$ cat src/verilog/cmcs_defines.svh
// Offsets, field positions, reset values and counts of the mode control block
// Operation
// - Debug hold plus freeze bit halts engine
// - Without debug hold, freeze bit is ignored
// - Soft reset bit resets, enters sleep, self-clears
// - Time-triggered bit switches timestamp mode
// - Timestamp counter advances once per bit
// - Auto recovery bit lets hardware leave bus-off
// - Recovery needs 128 runs of 11 recessive
// - Auto wakeup leaves sleep, clears sleep request
// - Retransmit disable bit stops automatic resend
// - Single attempt, finished flag on attempt end
// - Overwrite enabled: full FIFO frame overwrites
// - Overwrite disabled: full FIFO frame dropped
// - Order bit picks identifier or request order
// - Sleep entered only after current frame ends
// - Init request bit enters and leaves init
// - State flag clears after 11 recessive bits
// - Control register resets to 0x0001_0002
// - Status register resets to 0x0000_0C02
// - Status shows pin level and last sample
// - Status bit 9 shows receiving activity
// - Status bit 8 shows transmitting activity
`ifndef CMCS_DEFINES_SVH
`define CMCS_DEFINES_SVH
`define CMCS_OFF_CONTROL 8'h00
`define CMCS_OFF_STATUS 8'h04
`define CMCS_CONTROL_RESET 32'h0001_0002
`define CMCS_STATUS_RESET 32'h0000_0C02
`define CMCS_BIT_DFZ 16
`define CMCS_BIT_SOFT_RESET_REQ 15
`define CMCS_BIT_TTC 7
`define CMCS_BIT_AUTO_BUSOFF_RECOVER 6
`define CMCS_BIT_AWU 5
`define CMCS_BIT_ARD 4
`define CMCS_BIT_RX_OVERWRITE_DISABLE 3
`define CMCS_BIT_TFO 2
`define CMCS_BIT_SLP 1
`define CMCS_BIT_INIT 0
`define CMCS_RECESSIVE_RUN 11
`define CMCS_RECOVERY_RUNS 128
`endif

$ cat src/verilog/cmcs_pkg.sv
// Types shared by the mode control block
package cmcs_pkg;
  typedef enum logic [1:0] {
    CMCS_SLEEP = 2'b00,
    CMCS_INIT = 2'b01,
    CMCS_SYNC = 2'b10,
    CMCS_NORMAL = 2'b11
  } cmcs_mode_e;
  typedef struct packed {
    logic debug_freeze_en;
    logic time_triggered_en;
    logic auto_busoff_recover;
    logic auto_wakeup_en;
    logic no_retransmit;
    logic rx_overwrite_disable;
    logic tx_order_fifo;
    logic slpReq;
    logic initReq;
  } cmcs_ctl_s;
  typedef struct packed {
    logic sync1;
    logic sync2;
    logic lastSample;
    logic [3:0] run;
    logic run11;
  } cmcs_mon_s;
  typedef struct packed {
    logic [15:0] count;
  } cmcs_stamp_s;
endpackage : cmcs_pkg

$ cat src/verilog/cmcs_bit_if.sv
// Bit-level signals between the core and its two helpers
`timescale 1ns/1ps
`default_nettype none
interface cmcs_bit_if;
  logic bitTick;
  logic ttEnable;
  logic freeze;
  logic swReset;
  logic rxLevel;
  logic lastSample;
  logic run11;
  logic [15:0] timestamp;
  modport core (output bitTick, ttEnable, freeze, swReset, input rxLevel, lastSample, run11, timestamp);
  modport monitor (input bitTick, swReset, output rxLevel, lastSample, run11);
  modport stamp (input bitTick, ttEnable, freeze, swReset, output timestamp);
endinterface : cmcs_bit_if
`default_nettype wire

$ cat src/verilog/cmcs_rx_monitor.sv
// RX pin synchroniser, sample register and recessive run detector
`timescale 1ns/1ps
`default_nettype none
`include "cmcs_defines.svh"
module cmcs_rx_monitor import cmcs_pkg::*; (
  input wire logic clk, // Device clock
  input wire logic rst_b, // Async reset, active low
  input wire logic ce, // Clock enable
  input wire logic canRxPin, // Raw RX pin
  cmcs_bit_if.monitor bus // Core link
);
  cmcs_mon_s q, d;
  // Only sync2 looks at sync1; run counts recessive samples at bit ticks
  always_comb begin
    d = q;
    d.sync1 = canRxPin;
    d.sync2 = q.sync1;
    d.run11 = 1'b0;
    if (bus.swReset) begin
      d.run = 4'h0;
    end else if (bus.bitTick) begin
      d.lastSample = q.sync2;
      if (!q.sync2) begin
        d.run = 4'h0;
      end else if (q.run == 4'(`CMCS_RECESSIVE_RUN - 1)) begin
        d.run = 4'h0;
        d.run11 = 1'b1;
      end else begin
        d.run = q.run + 4'h1;
      end
    end
  end
  // Bus idles recessive, so the sampled levels reset high
  always_ff @(posedge clk or negedge rst_b) begin
    if (!rst_b) begin
      q <= '{sync1: 1'b1, sync2: 1'b1, lastSample: 1'b1, run: 4'h0, run11: 1'b0};
    end else if (ce) begin
      q <= d;
    end
  end
  assign bus.rxLevel = q.sync2;
  assign bus.lastSample = q.lastSample;
  assign bus.run11 = q.run11;
endmodule : cmcs_rx_monitor
`default_nettype wire

$ cat src/verilog/cmcs_stamp_counter.sv
// Free running bit-time counter for frame timestamps
`timescale 1ns/1ps
`default_nettype none
module cmcs_stamp_counter import cmcs_pkg::*; (
  input wire logic clk, // Device clock
  input wire logic rst_b, // Async reset, active low
  input wire logic ce, // Clock enable
  cmcs_bit_if.stamp bus // Core link
);
  cmcs_stamp_s q, d;
  // Counts only in time-triggered mode, and holds while frozen
  always_comb begin
    d = q;
    if (bus.swReset) begin
      d.count = 16'h0000;
    end else if (bus.ttEnable && bus.bitTick && !bus.freeze) begin
      d.count = q.count + 16'h0001;
    end
  end
  // State register
  always_ff @(posedge clk or negedge rst_b) begin
    if (!rst_b) begin
      q <= '0;
    end else if (ce) begin
      q <= d;
    end
  end
  assign bus.timestamp = q.count;
endmodule : cmcs_stamp_counter
`default_nettype wire

$ cat src/verilog/cmcs_top.sv
// Mode control, register file and status of the CAN controller
`timescale 1ns/1ps
`default_nettype none
`include "cmcs_defines.svh"
module cmcs_top import cmcs_pkg::*; (
  input wire logic clk, // Device clock, 50 MHz
  input wire logic rst_b, // Async reset, active low
  input wire logic ce, // Clock enable, freezes all state
  input wire logic canRxPin, // RX pin from transceiver
  input wire logic debugHoldSignal, // Debug hold from debug unit
  input wire logic bitTick, // Sample point strobe from bit timing
  input wire logic txActive, // Engine is transmitting
  input wire logic rxActive, // Engine is receiving
  input wire logic busOffEnter, // Error logic enters bus-off
  input wire logic txAttemptEnd, // A transmit attempt ended
  input wire logic txAttemptOk, // That attempt succeeded
  input wire logic rxFrameValid, // A received frame is ready to store
  input wire logic rxFifoFull, // Target receive FIFO is full
  input wire logic regSel, // Register access strobe
  input wire logic regWrite, // Write when 1, read when 0
  input wire logic [7:0] regAddr, // Byte address
  input wire logic [31:0] regWdata, // Write data
  output logic [31:0] regRdata, // Read data
  output logic regRdValid, // Read data valid
  output logic engineEnable, // Engine may take part on the bus
  output logic engineHalt, // Engine stops for debug
  output logic engineReset, // Engine reset pulse
  output logic noRetransmit, // Automatic resend disabled
  output logic txOrderFifo, // Request order instead of identifier
  output logic timeTriggeredEn, // Timestamp mode on
  output logic [15:0] timestamp, // Bit-time timestamp
  output logic busOffActive, // Bus-off state
  output logic busOffRecovered, // Leaving bus-off pulse
  output logic mailboxFinishedSet, // Set mailbox finished flag
  output logic txRetry, // Queue the frame again
  output logic rxFrameStore, // Write frame to free FIFO slot
  output logic rxFrameOverwrite, // Write frame over the newest slot
  output logic rxFrameDrop, // Discard the incoming frame
  output logic sleepStateFlag, // Sleep working state
  output logic initStateFlag // Initial working state
);

  // Whole state of the core in one record
  typedef struct packed {
    cmcs_ctl_s ctl;
    cmcs_mode_e mode;
    logic sleepFlag;
    logic initFlag;
    logic busOff;
    logic recoverArm;
    logic sawInit;
    logic [6:0] runCount;
    logic recovered;
    logic rsFlag;
    logic tsFlag;
    logic [31:0] rdata;
    logic rdValid;
    logic engEn;
    logic halt;
    logic engRst;
    logic mbxDone;
    logic retry;
    logic store;
    logic overwrite;
    logic drop;
  } cmcs_core_s;

  // Control word to record
  function automatic cmcs_ctl_s decodeCtl(input logic [31:0] w);
    cmcs_ctl_s c;
    c.debug_freeze_en = w[`CMCS_BIT_DFZ];
    c.time_triggered_en = w[`CMCS_BIT_TTC];
    c.auto_busoff_recover = w[`CMCS_BIT_AUTO_BUSOFF_RECOVER];
    c.auto_wakeup_en = w[`CMCS_BIT_AWU];
    c.no_retransmit = w[`CMCS_BIT_ARD];
    c.rx_overwrite_disable = w[`CMCS_BIT_RX_OVERWRITE_DISABLE];
    c.tx_order_fifo = w[`CMCS_BIT_TFO];
    c.slpReq = w[`CMCS_BIT_SLP];
    c.initReq = w[`CMCS_BIT_INIT];
    return c;
  endfunction : decodeCtl

  // Record to control word; reserved and self-clearing bits read 0
  function automatic logic [31:0] encodeCtl(input cmcs_ctl_s c);
    logic [31:0] w;
    w = 32'h0000_0000;
    w[`CMCS_BIT_DFZ] = c.debug_freeze_en;
    w[`CMCS_BIT_TTC] = c.time_triggered_en;
    w[`CMCS_BIT_AUTO_BUSOFF_RECOVER] = c.auto_busoff_recover;
    w[`CMCS_BIT_AWU] = c.auto_wakeup_en;
    w[`CMCS_BIT_ARD] = c.no_retransmit;
    w[`CMCS_BIT_RX_OVERWRITE_DISABLE] = c.rx_overwrite_disable;
    w[`CMCS_BIT_TFO] = c.tx_order_fifo;
    w[`CMCS_BIT_SLP] = c.slpReq;
    w[`CMCS_BIT_INIT] = c.initReq;
    return w;
  endfunction : encodeCtl

  // State after power-on and after soft reset
  function automatic cmcs_core_s resetState();
    cmcs_core_s s;
    logic [31:0] st;
    s = '0;
    st = `CMCS_STATUS_RESET;
    s.ctl = decodeCtl(`CMCS_CONTROL_RESET);
    s.mode = CMCS_SLEEP;
    s.sleepFlag = st[`CMCS_BIT_SLP];
    s.initFlag = st[`CMCS_BIT_INIT];
    return s;
  endfunction : resetState

  localparam cmcs_core_s CoreReset = resetState();

  cmcs_core_s q, d;
  cmcs_bit_if bus ();

  logic hitCtl;
  logic hitStat;
  logic busy;
  logic wrCtl;
  logic swReset;
  logic [31:0] statusWord;

  // Address decode; software only does full word accesses
  assign hitCtl = regAddr == `CMCS_OFF_CONTROL;
  assign hitStat = regAddr == `CMCS_OFF_STATUS;
  assign wrCtl = regSel && regWrite && hitCtl;
  assign swReset = wrCtl && regWdata[`CMCS_BIT_SOFT_RESET_REQ];
  assign busy = txActive || rxActive;

  // Status word; the pin level passes the monitor synchroniser first
  always_comb begin
    statusWord = 32'h0000_0000;
    statusWord[11] = bus.rxLevel;
    statusWord[10] = bus.lastSample;
    statusWord[9] = q.rsFlag;
    statusWord[8] = q.tsFlag;
    statusWord[`CMCS_BIT_SLP] = q.sleepFlag;
    statusWord[`CMCS_BIT_INIT] = q.initFlag;
  end

  // Next state of the core
  always_comb begin
    d = q;
    d.rdValid = 1'b0;
    d.engRst = 1'b0;
    d.recovered = 1'b0;
    d.mbxDone = 1'b0;
    d.retry = 1'b0;
    d.store = 1'b0;
    d.overwrite = 1'b0;
    d.drop = 1'b0;

    // Reserved bits are simply not stored
    if (wrCtl) begin
      d.ctl = decodeCtl(regWdata);
    end

    // Working mode machine works from the stored request bits
    case (q.mode)
      CMCS_NORMAL: begin
        if (q.ctl.initReq && !busy) begin
          d.mode = CMCS_INIT;
          d.initFlag = 1'b1;
          d.sleepFlag = 1'b0;
        end else if (q.ctl.slpReq && !busy) begin
          d.mode = CMCS_SLEEP;
          d.sleepFlag = 1'b1;
          d.initFlag = 1'b0;
        end
      end
      CMCS_INIT: begin
        if (!q.ctl.initReq) begin
          if (q.ctl.slpReq) begin
            d.mode = CMCS_SLEEP;
            d.sleepFlag = 1'b1;
            d.initFlag = 1'b0;
          end else begin
            d.mode = CMCS_SYNC;
          end
        end
      end
      CMCS_SLEEP: begin
        if (q.ctl.initReq) begin
          d.mode = CMCS_INIT;
          d.initFlag = 1'b1;
          d.sleepFlag = 1'b0;
        end else if (q.ctl.auto_wakeup_en && !bus.rxLevel) begin
          // Wake clear beats a same-cycle software write
          d.ctl.slpReq = 1'b0;
          d.mode = CMCS_SYNC;
        end else if (!q.ctl.slpReq) begin
          d.mode = CMCS_SYNC;
        end
      end
      CMCS_SYNC: begin
        if (q.ctl.initReq) begin
          d.mode = CMCS_INIT;
          d.initFlag = 1'b1;
          d.sleepFlag = 1'b0;
        end else if (q.ctl.slpReq) begin
          d.mode = CMCS_SLEEP;
          d.sleepFlag = 1'b1;
          d.initFlag = 1'b0;
        end else if (bus.run11) begin
          d.mode = CMCS_NORMAL;
          d.sleepFlag = 1'b0;
          d.initFlag = 1'b0;
        end
      end
      default: begin
        d.mode = CMCS_SLEEP;
      end
    endcase

    // Bus-off entry and recovery; entry outranks a finishing count
    if (busOffEnter) begin
      d.busOff = 1'b1;
      d.recoverArm = q.ctl.auto_busoff_recover;
      d.sawInit = 1'b0;
      d.runCount = 7'h00;
    end else if (q.busOff) begin
      if (!q.recoverArm) begin
        // Manual path: software passes through init and back out
        if (q.ctl.auto_busoff_recover) begin
          d.recoverArm = 1'b1;
        end else if (q.mode == CMCS_INIT) begin
          d.sawInit = 1'b1;
        end else if (q.sawInit) begin
          d.recoverArm = 1'b1;
        end
      end else if (bus.run11) begin
        if (q.runCount == 7'(`CMCS_RECOVERY_RUNS - 1)) begin
          d.busOff = 1'b0;
          d.recovered = 1'b1;
          d.runCount = 7'h00;
        end else begin
          d.runCount = q.runCount + 7'h01;
        end
      end
    end

    // Engine gating; freeze only counts while debug hold is up
    d.halt = debugHoldSignal && q.ctl.debug_freeze_en;
    d.engEn = (q.mode == CMCS_NORMAL) && !q.busOff;

    // Activity flags follow the engine one cycle late
    d.rsFlag = rxActive;
    d.tsFlag = txActive;

    // Transmit attempt outcome; a failed attempt resends only if allowed
    if (txAttemptEnd) begin
      if (txAttemptOk || q.ctl.no_retransmit) begin
        d.mbxDone = 1'b1;
      end else begin
        d.retry = 1'b1;
      end
    end

    // Receive FIFO policy when a frame arrives
    if (rxFrameValid) begin
      if (!rxFifoFull) begin
        d.store = 1'b1;
      end else if (q.ctl.rx_overwrite_disable) begin
        d.drop = 1'b1;
      end else begin
        d.overwrite = 1'b1;
      end
    end

    // Register read, answered one cycle after the strobe
    if (regSel && !regWrite) begin
      d.rdValid = 1'b1;
      if (hitCtl) begin
        d.rdata = encodeCtl(q.ctl);
      end else if (hitStat) begin
        d.rdata = statusWord;
      end else begin
        d.rdata = 32'h0000_0000;
      end
    end

    // Soft reset wins over everything else this cycle
    if (swReset) begin
      d = CoreReset;
      d.engRst = 1'b1;
    end
  end

  // State register; clock enable holds everything
  always_ff @(posedge clk or negedge rst_b) begin
    if (!rst_b) begin
      q <= CoreReset;
    end else if (ce) begin
      q <= d;
    end
  end

  // Core side of the helper link
  assign bus.bitTick = bitTick;
  assign bus.ttEnable = q.ctl.time_triggered_en;
  assign bus.freeze = q.halt;
  // Helpers clear on the write edge itself, so timestamp reads 0 with engineReset
  assign bus.swReset = swReset;

  // RX pin watcher
  cmcs_rx_monitor uMonitor (
    .clk(clk),
    .rst_b(rst_b),
    .ce(ce),
    .canRxPin(canRxPin),
    .bus(bus)
  );

  // Timestamp source
  cmcs_stamp_counter uStamp (
    .clk(clk),
    .rst_b(rst_b),
    .ce(ce),
    .bus(bus)
  );

  // Outputs straight from the state register, timestamp from the stamp counter register
  assign regRdata = q.rdata;
  assign regRdValid = q.rdValid;
  assign engineEnable = q.engEn;
  assign engineHalt = q.halt;
  assign engineReset = q.engRst;
  assign noRetransmit = q.ctl.no_retransmit;
  assign txOrderFifo = q.ctl.tx_order_fifo;
  assign timeTriggeredEn = q.ctl.time_triggered_en;
  assign timestamp = bus.timestamp;
  assign busOffActive = q.busOff;
  assign busOffRecovered = q.recovered;
  assign mailboxFinishedSet = q.mbxDone;
  assign txRetry = q.retry;
  assign rxFrameStore = q.store;
  assign rxFrameOverwrite = q.overwrite;
  assign rxFrameDrop = q.drop;
  assign sleepStateFlag = q.sleepFlag;
  assign initStateFlag = q.initFlag;

endmodule : cmcs_top
`default_nettype wire

$ cat config.mk
export PLATFORM = sky130hd
export DESIGN_NAME = cmcs_top
export DESIGN_NICKNAME = d
export VERILOG_FILES = /design/src/verilog/cmcs_pkg.sv /design/src/verilog/cmcs_bit_if.sv /design/src/verilog/cmcs_rx_monitor.sv /design/src/verilog/cmcs_stamp_counter.sv /design/src/verilog/cmcs_top.sv
export VERILOG_INCLUDE_DIRS = /design/src /design/src/verilog
export SDC_FILE = /design/constraint.sdc
export NUM_CORES = 1
export LEC_CHECK = 0
export BUFFER_PORTS_ARGS = -buffer_cell sky130_fd_sc_hd__buf_2
export CELL_PAD_IN_SITES_DETAIL_PLACEMENT = 0
export CELL_PAD_IN_SITES_GLOBAL_PLACEMENT = 1
export CORE_MARGIN = 2
export CORE_UTILIZATION = 39
export CTS_BUF_LIST = sky130_fd_sc_hd__clkbuf_16
export DETAILED_ROUTE_END_ITERATION = 16
export PLACE_DENSITY = 0.83
export SLEW_MARGIN = 20
export SYNTH_ARGS = -nofsm -noshare
export SYNTH_HDL_FRONTEND = slang
export SYNTH_HIERARCHICAL = 1
export SYNTH_SLANG_ARGS = --single-unit
$ cat constraint.sdc
create_clock -name clk -period 2.2 [get_ports clk]
set_input_delay 0.44 -clock clk [delete_from_list [all_inputs] [get_ports clk]]
set_output_delay 0.44 -clock clk [all_outputs]
set_load 0.02 [all_outputs]
---- After elaboration in Yosys (flattened, before gate mapping) ----
Index checks and enable logic that the tools add are counted.
storage, ports and cells
  flip-flop bits (word level) ............. 91
  input port bits ......................... 55
  output and inout bits ................... 64
operators by class
  $add $sub $neg .......................... 3
  equal/unequal tests ..................... 14
  muxes and demuxes ....................... 54
  bitwise logic cells ..................... 1
  reductions and logical operators ........ 38
operators with widths
  operator                                                               count
  67-bit 2-to-1 mux                                                      1
  4-bit 2-to-1 mux                                                       9
  33-bit 2-to-1 mux                                                      1
  16-bit 2-to-1 mux                                                      2
  1-bit 2-to-1 mux                                                       21
  2-bit 2-to-1 mux                                                       9
  17-bit 2-to-1 mux                                                      1
  16-bit by 1-bit adder with 16-bit output, second input constant        1
  8-bit 2-to-1 mux                                                       2
  4-bit case mux with 4 select lines                                     1
  12-bit 2-to-1 mux                                                      1
  3-bit nonzero test                                                     4
  1-bit logical AND                                                      11
  11-bit 2-to-1 mux                                                      1
  10-bit 2-to-1 mux                                                      1
  2-bit AND reduction                                                    5
  5-bit AND reduction                                                    2
  9-bit 2-to-1 mux                                                       1
  3-bit != test, second input constant                                   3
  8-bit by 3-bit equality test with 1-bit output, second input constant  1
  8-bit logical NOT                                                      1
  2-bit nonzero test                                                     4
  7-bit by 1-bit adder with 7-bit output, second input constant          1
  7-bit equality test, second input constant                             1
  18 further kinds                                                       25

---- Logic depth before layout (Yosys ltp) ----
Gate-level depths: netlist (run 1).
  word-level depth ........................ 7
  gate-level depth with buffers ........... 10

---- Cells and area by module ----
Netlist (run 1), hierarchy kept.
modules (own cells, without submodules)
  module              times used  cells each  area an instance (µm²)  sequential area each (µm²)
  cmcs_top            1           260         2,577.5                 1,204.9
  cmcs_stamp_counter  1           94          898.4                   400.4
  cmcs_rx_monitor     1           38          407.9                   203.9

---- Worst setup path after synthesis (run 1) ----
Ideal clock, no wire load.
  path type ............................... input-to-reg
  from .................................... input port regAddr[1]
  to ...................................... register uStamp.q (netlist bit uStamp/bus.timestamp[14])
  library setup time ...................... 0.078 ns
  arrival ................................. 2.652 ns
  slack ................................... -0.530 ns
  cell stages on the path ................. 10
  path buffers ............................ 3
  cell sequence ........................... nor4_4 nand3_1 inv_1 buf_2 buf_4 nand2_2 a211o_2 buf_6 or4_1 a21oi_1
between the ends
  longest elaborated chain between the ends .. 5
  elaborated cells between the ends (all ways) .. 6
  classes of those cells .................. mux: 1; reduce/logical: 5
ends and longest elaborated chain
  what                           line                      text
  from (decl)                    cmcs_top.sv:21            input wire logic [7:0] regAddr,
  8-bit logical NOT (no line) *  --
  1-bit logical AND *            cmcs_top.sv:127           assign wrCtl = regSel && regWrite && hitCtl;
  1-bit logical AND *            cmcs_top.sv:128           assign swReset = wrCtl && regWdata[`CMCS_BIT_SOFT_RESET_REQ];
  net bus.swReset                cmcs_bit_if.sv:8          logic swReset;
  2-bit nonzero test (no line)   --
  2-bit AND reduction (no line)  --
  to (signal assigned)           cmcs_stamp_counter.sv:23  q <= '0;
  to (signal assigned)           cmcs_stamp_counter.sv:25  q <= d;
  to (decl)                      cmcs_stamp_counter.sv:10  cmcs_stamp_s q, d;
Mark *: on every way through the listed nets, which the timed path passes. The rest lies on a longest branch.
A chain may end at the register's enable or synchronous reset.

---- Worst setup path after layout (run 1) ----
  from .................................... input port regAddr[4]
  to ...................................... register uStamp.q (netlist bit uStamp/bus.timestamp[15])
between the ends
  longest elaborated chain between the ends .. 5
  elaborated cells between the ends (all ways) .. 6
  classes of those cells .................. mux: 1; reduce/logical: 5
ends and longest elaborated chain
  what                           line
  8-bit logical NOT (no line) *  --
  1-bit logical AND *            cmcs_top.sv:127
  1-bit logical AND *            cmcs_top.sv:128
  2-bit nonzero test (no line)   --
  2-bit AND reduction (no line)  --
Mark *: on every way between the ends. The rest lies on a longest branch, timed or not.

==> impl_metrics.ini, run 1 <==
[status]
status = finished clean

[detailed_routing]
final_routed_wire_length_divided_by_cell_count_um = 14.7
vias_per_cell = 5.20
drtAntennaViolNets = 0
dr_total_vias = 3156
dr.pass1.iters = 4
routed_wirelength_um = 8950
route.detailed.drc = 0
first_iter_violations = 202

[floorplanning]
die_wd_um = 104
fp-row-count = 36
floorplan.initialDensity_pct = 39.9
chipHeight_um = 104
fp.dieArea_um2 = 10800
design.portCount = 119
core_region_area_um2 = 9730

[cells_and_area]
most-common-layout-cells = 77 x buf_2, 66 x dfrtp_1, 48 x nand2_1
antenna-diode-count = 0
drive_above_1_share_pct = 28.9
syn_to_final_growth_pct = 20.3
fin_nets = 528
final_common_cell = buf_2

[critical_path]
timing.critical_path.cells = buf_2, nor4_4, nand3_2, inv_2, nand2_8, a211o_4, or4_1, a21oi_1
cp_data_required_time_ps = 2450
crit_arrival_ps = 2210
critical_path.endpoint_type = register
worstReg2RegEnd = q[45]
worst_setup_path_start_kind = input port
worst_r2r_path_depth = 5
cp_max_fo = 12
r2r_slack_ps = 400
timing.rr.start = busOffActive
slowest_stage = or4_1
cp_slowest_stage_delay_ps = 480
timing_worst_setup_path_type = input port to register

[synthesis]
synth.yosys.warnings = 6
synth_sequential_area_ratio_pct = 46.6
synth-async-reset-ratio_pct = 100
postSynthCellCount = 392
dominantRegCellSynth = dfrtp_1
synth.cell_area_um2 = 3880
count_of_unique_library_cells_instantiated_by_yosys = 69
synth-edff-count = 0
syn-mean-instance-area_um2 = 9.91
synth.ff_latch_count = 72

[power]
p_per_area_nw_per_um2 = 701
max-vdd-ir-drop_v = 0.000349
post-layout-total-power_uw = 3280
reported_leakage_power_uw = 0.00221

[sta]
finalMaxSlewViolations = 0
min_period_over_period_pct = 89.0
fmax_achieved_mhz = 511
worst_slack_ps = 243
timing_hold_violations_final = 0
timing.final.setup_violations = 0
grt_setup_unrepaired = no
fin_crit_ps = 1960
clock-skew-final_ps = 5.22
final.hold.worst_slack_ps = 122

[cts]
cts_buffers = 9
htree_levels = 3
post-cts-setup-buffers = 0
clock_path_buffers = 2
cts.clk_slew.worst_paths_ps = 60
post_cts_resized = 0
ctsHoldBuffers = 0
clock_latency_ps = 330
tritoncts_clock_tree = built
clockRootBuffer = clkbuf_16
cts_sinks = 72

[grt]
first_pass_grt_wire_length_um = 14800
grt_overflow_total = 0
global_route.usage.total_pct = 16.9
grt_antenna_before_repair = 0
first_global_vias = 2937
maximum_number_of_pins_on_one_net_before_global_route_repair = 73

[place]
port_buffer_count = 77
dp_worst_setup_slack_ps = -98.8
globalplace.congestion = 0.818
detailed_place_hpwl_um = 6490

[run]
cap_violations = 0

[hold_path]
worst_hold_path_type = input port to asynchronous set/reset pin
metal layers:
layer  GRT usage [%]  part of all wire [%]  wire length (um)
met5               0                     0                 0
met3            2.83                   5.5               495
met2            25.3                    46              4100
met1            24.2                    47              4200
met4            7.53                   1.6               145
worst max-delay path, delay by kind of cell:
| kind | cells | cell delay [ps] |
|---|---|---|
| AND/OR/NAND/NOR | 4 | 990 |
| buffers and inverters | 2 | 260 |
| AO/OA/AOI/OAI | 2 | 520 |
sequential cells by signal (all words and copies together) (netlist names), 4 cells and up:
register and cells:
q 19, regRdata 13, uMonitor/q 4, uStamp/bus.timestamp 16
final cells by class:
| class | instances | area [um^2] |
|---|---|---|
| fillers | 939 | 5060 |
| flip-flops and latches | 72 | 1810 |
| multi-input cells | 280 | 1810 |
| repair buffers | 93 | 531 |
| clock buffers | 9 | 225 |
| well taps | 133 | 166 |
| clock inverters | 7 | 86.3 |
| inverters | 13 | 48.8 |
synthesized netlist by cell type (all sizes together) (2+ instances only):
library cell / count / share of area (%)
or2: 2 / 0.32
a211oi: 4 / 0.77
a32o: 3 / 0.77
nand2b: 12 / 1.9
nand4b: 3 / 1.1
o31ai: 11 / 2.1
nor4: 4 / 1.4
nor2: 17 / 1.8
o2bb2ai: 9 / 2.0
and2: 3 / 0.52
clkbuf: 4 / 0.39
a21o: 3 / 0.58
nor3: 3 / 0.39
mux2: 3 / 0.87
a22o: 13 / 2.9
xnor2: 3 / 0.68
nand3b: 2 / 0.48
ha: 4 / 1.3
or3: 2 / 0.45
and3: 5 / 0.81
nor2b: 4 / 0.64
a21oi: 14 / 1.8
nor4b: 2 / 0.45
or4: 7 / 1.4
nand2: 49 / 4.8
dfrtp: 66 / 43
nor3b: 2 / 0.39
o21ai: 33 / 4.7
buf: 41 / 7.7
dfstp: 6 / 4.1
nand3: 15 / 2.1
inv: 12 / 1.2
o21a: 3 / 0.58
o22ai: 3 / 0.48
o22a: 3 / 0.68
mux2i: 2 / 0.52
nand4: 3 / 0.48
metrics by stage:
stage | setup TNS, ps | cells | instance area (um^2) | utilization [%]
after floorplan | -1090 | 410 | 3990 | -
after global placement | -152 | 591 | 4360 | 44.8
after detailed placement | -363 | 591 | 4360 | 44.8
after CTS | 0 | 607 | 4670 | 48.0
after global routing | 0 | 607 | 4670 | 48.0
final | 0 | 607 | 4670 | 48.0
power by group:
group | leakage (uW) | internal, uW | switching, uW | total [uW]
Sequential | 0.000943 | 1380 | 57.0 | 1440
Combinational | 0.00110 | 122 | 193 | 315
Clock | 0.000158 | 984 | 538 | 1520
logic make-up after synthesis:
group	Yosys count	share of synthesized area [%]
xor gates and xnor gates	4	0.902
DFF	72	46.6
other	1	0.0966
AOI/OAI and AO/OA	110	20.2
and+or+nand+nor	138	20.2
muxes	5	1.39
buffers and inverters	58	9.34
adders and majority gates	4	1.29
worst max path at each step:
| stage | cells past startpoint | startpoint | endpoint | slack [ps] |
|---|---|---|---|---|
| after floorplan | 10 | regAddr[4] | uStamp/bus.timestamp[9] | -210 |
| after global placement | 8 | regAddr[2] | uStamp/bus.timestamp[15] | -60 |
| after detailed placement | 8 | regAddr[4] | uStamp/bus.timestamp[15] | -100 |
| after CTS | 8 | regAddr[4] | uStamp/bus.timestamp[15] | 230 |
| after global routing | 8 | regAddr[4] | uStamp/bus.timestamp[11] | 160 |
| final | 8 | regAddr[4] | uStamp/bus.timestamp[15] | 240 |
(Power assumes the default switching activity.)
==> run 2: changes to the inputs <==
--- a/config.mk
+++ b/config.mk
@@ -10,10 +10,10 @@
 export CELL_PAD_IN_SITES_DETAIL_PLACEMENT = 0
 export CELL_PAD_IN_SITES_GLOBAL_PLACEMENT = 1
 export CORE_MARGIN = 2
-export CORE_UTILIZATION = 39
+export CORE_UTILIZATION = 42
 export CTS_BUF_LIST = sky130_fd_sc_hd__clkbuf_16
 export DETAILED_ROUTE_END_ITERATION = 16
-export PLACE_DENSITY = 0.83
+export PLACE_DENSITY = 0.88
 export SLEW_MARGIN = 20
 export SYNTH_ARGS = -nofsm -noshare
 export SYNTH_HDL_FRONTEND = slang
==> constraint.sdc (replaced) <==
create_clock -name clk -period 2.4 [get_ports clk]
set_input_delay 0.48 -clock clk [delete_from_list [all_inputs] [get_ports clk]]
set_output_delay 0.48 -clock clk [all_outputs]
set_load 0.02 [all_outputs]
==> run 2 against run 1 <==
Compared with the run above:
- clock skew increased by 2.0 ps
- routed wire length decreased by 3.1%
- combinational power decreased by 10%
- highest routed layer unchanged
- final cell count decreased by 4.4%
- critical path depth unchanged
- clock-buffer cell count unchanged
- total power decreased by 7.6%
- global-route usage increased by 0.75 points
- largest power group unchanged
- sequential share of layout area increased by 0.46 points
==> impl_metrics.ini, run 2 (synthesis results as in run 1) <==
[status]
status = finished clean

[critical_path]
cp_data_required_time_ps = 2660
worst_setup_path_start_kind = input port
timing_worst_setup_path_type = input port to register
cp_max_fo = 13
crit_arrival_ps = 2270
critical_path.endpoint_type = register

[detailed_routing]
final_routed_wire_length_divided_by_cell_count_um = 14.9
routed_wirelength_um = 8670
vias_per_cell = 5.41
drtAntennaViolNets = 0
first_iter_violations = 212
dr_total_vias = 3139
dr.pass1.iters = 4
route.detailed.drc = 0

[sta]
grt_setup_unrepaired = no
final.hold.worst_slack_ps = 163
min_period_over_period_pct = 83.8
worst_relative_slew_slack_pct = 64.7
timing_hold_violations_final = 0
measured_slew_at_the_worst_slew_check_pin_ps = 529
finalMaxSlewViolations = 0
worst_slack_ps = 388
fin_crit_ps = 2010
clock-skew-final_ps = 7.26
timing.final.setup_violations = 0
fmax_achieved_mhz = 497

[floorplanning]
chipHeight_um = 100
die_wd_um = 100
fp.dieArea_um2 = 10000
core_region_area_um2 = 9110
fp-row-count = 35
floorplan.initialDensity_pct = 42.6
design.portCount = 119

[place]
globalplace.congestion = 0.819
port_buffer_count = 77
dp_worst_setup_slack_ps = 51.7
detailed_place_hpwl_um = 6110

[grt]
global_route.usage.total_pct = 17.7
grt_antenna_before_repair = 0
grt_overflow_total = 0
first_global_vias = 2812
maximum_number_of_pins_on_one_net_before_global_route_repair = 73
first_pass_grt_wire_length_um = 14100

[cells_and_area]
most-common-layout-cells = 77 x buf_2, 66 x dfrtp_1, 48 x nand2_1
syn_to_final_growth_pct = 18.9
largest_reg_flops = 19
max_flop_register = q
final_common_cell = buf_2
fin_nets = 523
drive_above_1_share_pct = 28.6
antenna-diode-count = 0

[cts]
post_cts_resized = 0
cts_buffers = 9
cts.clk_slew.worst_paths_ps = 60
cts_sinks = 72
clock_path_buffers = 2
ctsHoldBuffers = 0
htree_levels = 3
tritoncts_clock_tree = built
clock_latency_ps = 330
post-cts-setup-buffers = 0
clockRootBuffer = clkbuf_16

[run]
cap_violations = 0

[hold_path]
worst_hold_path_type = input port to asynchronous set/reset pin

[power]
reported_leakage_power_uw = 0.00217
max-vdd-ir-drop_v = 0.000388
p_per_area_nw_per_um2 = 655
-- run 2: layer usage --
metal	up-vias	wire, um	GRT usage [%]	share of wire, %
li1	1531	-	-	-
met1	1514	4050	25.6	47
met2	87	3920	26.5	45
met3	7	585	3.34	6.7
met4	0	112	6.32	1.3
met5	-	0	0	0
-- run 2: critical path, stage by stage --
cell     delay [ps]
buf_2           120
nor4_4          310
nand3_2         150
inv_2           140
nand2_8          60
a211o_4         390
or4_1           470
a21oi_1         140
-- run 2: where the power goes --
group          internal (uW)  leakage, uW  switching [uW]  total [uW]
clock network            909     0.000148             516        1420
registers               1270     0.000943            51.0        1320
logic                    108      0.00108             174         283
-- run 2: worst paths after layout --
check | depth (start not counted) | slack [ps] | from | endpoint
max | 8 | 390 | regAddr[2] | uStamp/bus.timestamp[11]
max in group asynchronous | 2 | 1870 | rst_b | uMonitor/bus.lastSample
max reg2reg | 5 | 510 | busOffActive | q[45]
min reg2reg | 2 | 470 | regRdata[0] | regRdata[0]
min in group clk | 2 | 340 | txAttemptOk | txRetry
min | 2 | 160 | rst_b | rxFrameOverwrite
-- run 2: layout make-up --
class                      count  area (um^2)
timing repair buffer          88          493
clock inverter                 7         96.3
fill                         865         4490
multi-input combinational    280         1810
clock buffer                   9          225
sequential                    72         1810
tap                          111          139
inverter                      13         48.8
-- run 2: through the flow --
stage	setup TNS [ps]	area [um^2]	power (uW)	cells	util, %
after floorplan	-156	3990	1520	410	-
after global placement	0	4300	1610	564	47.2
after detailed placement	0	4300	1620	564	47.2
after CTS	0	4620	3050	580	50.7
after global routing	0	4620	3140	580	50.7
final	0	4620	3030	580	50.7
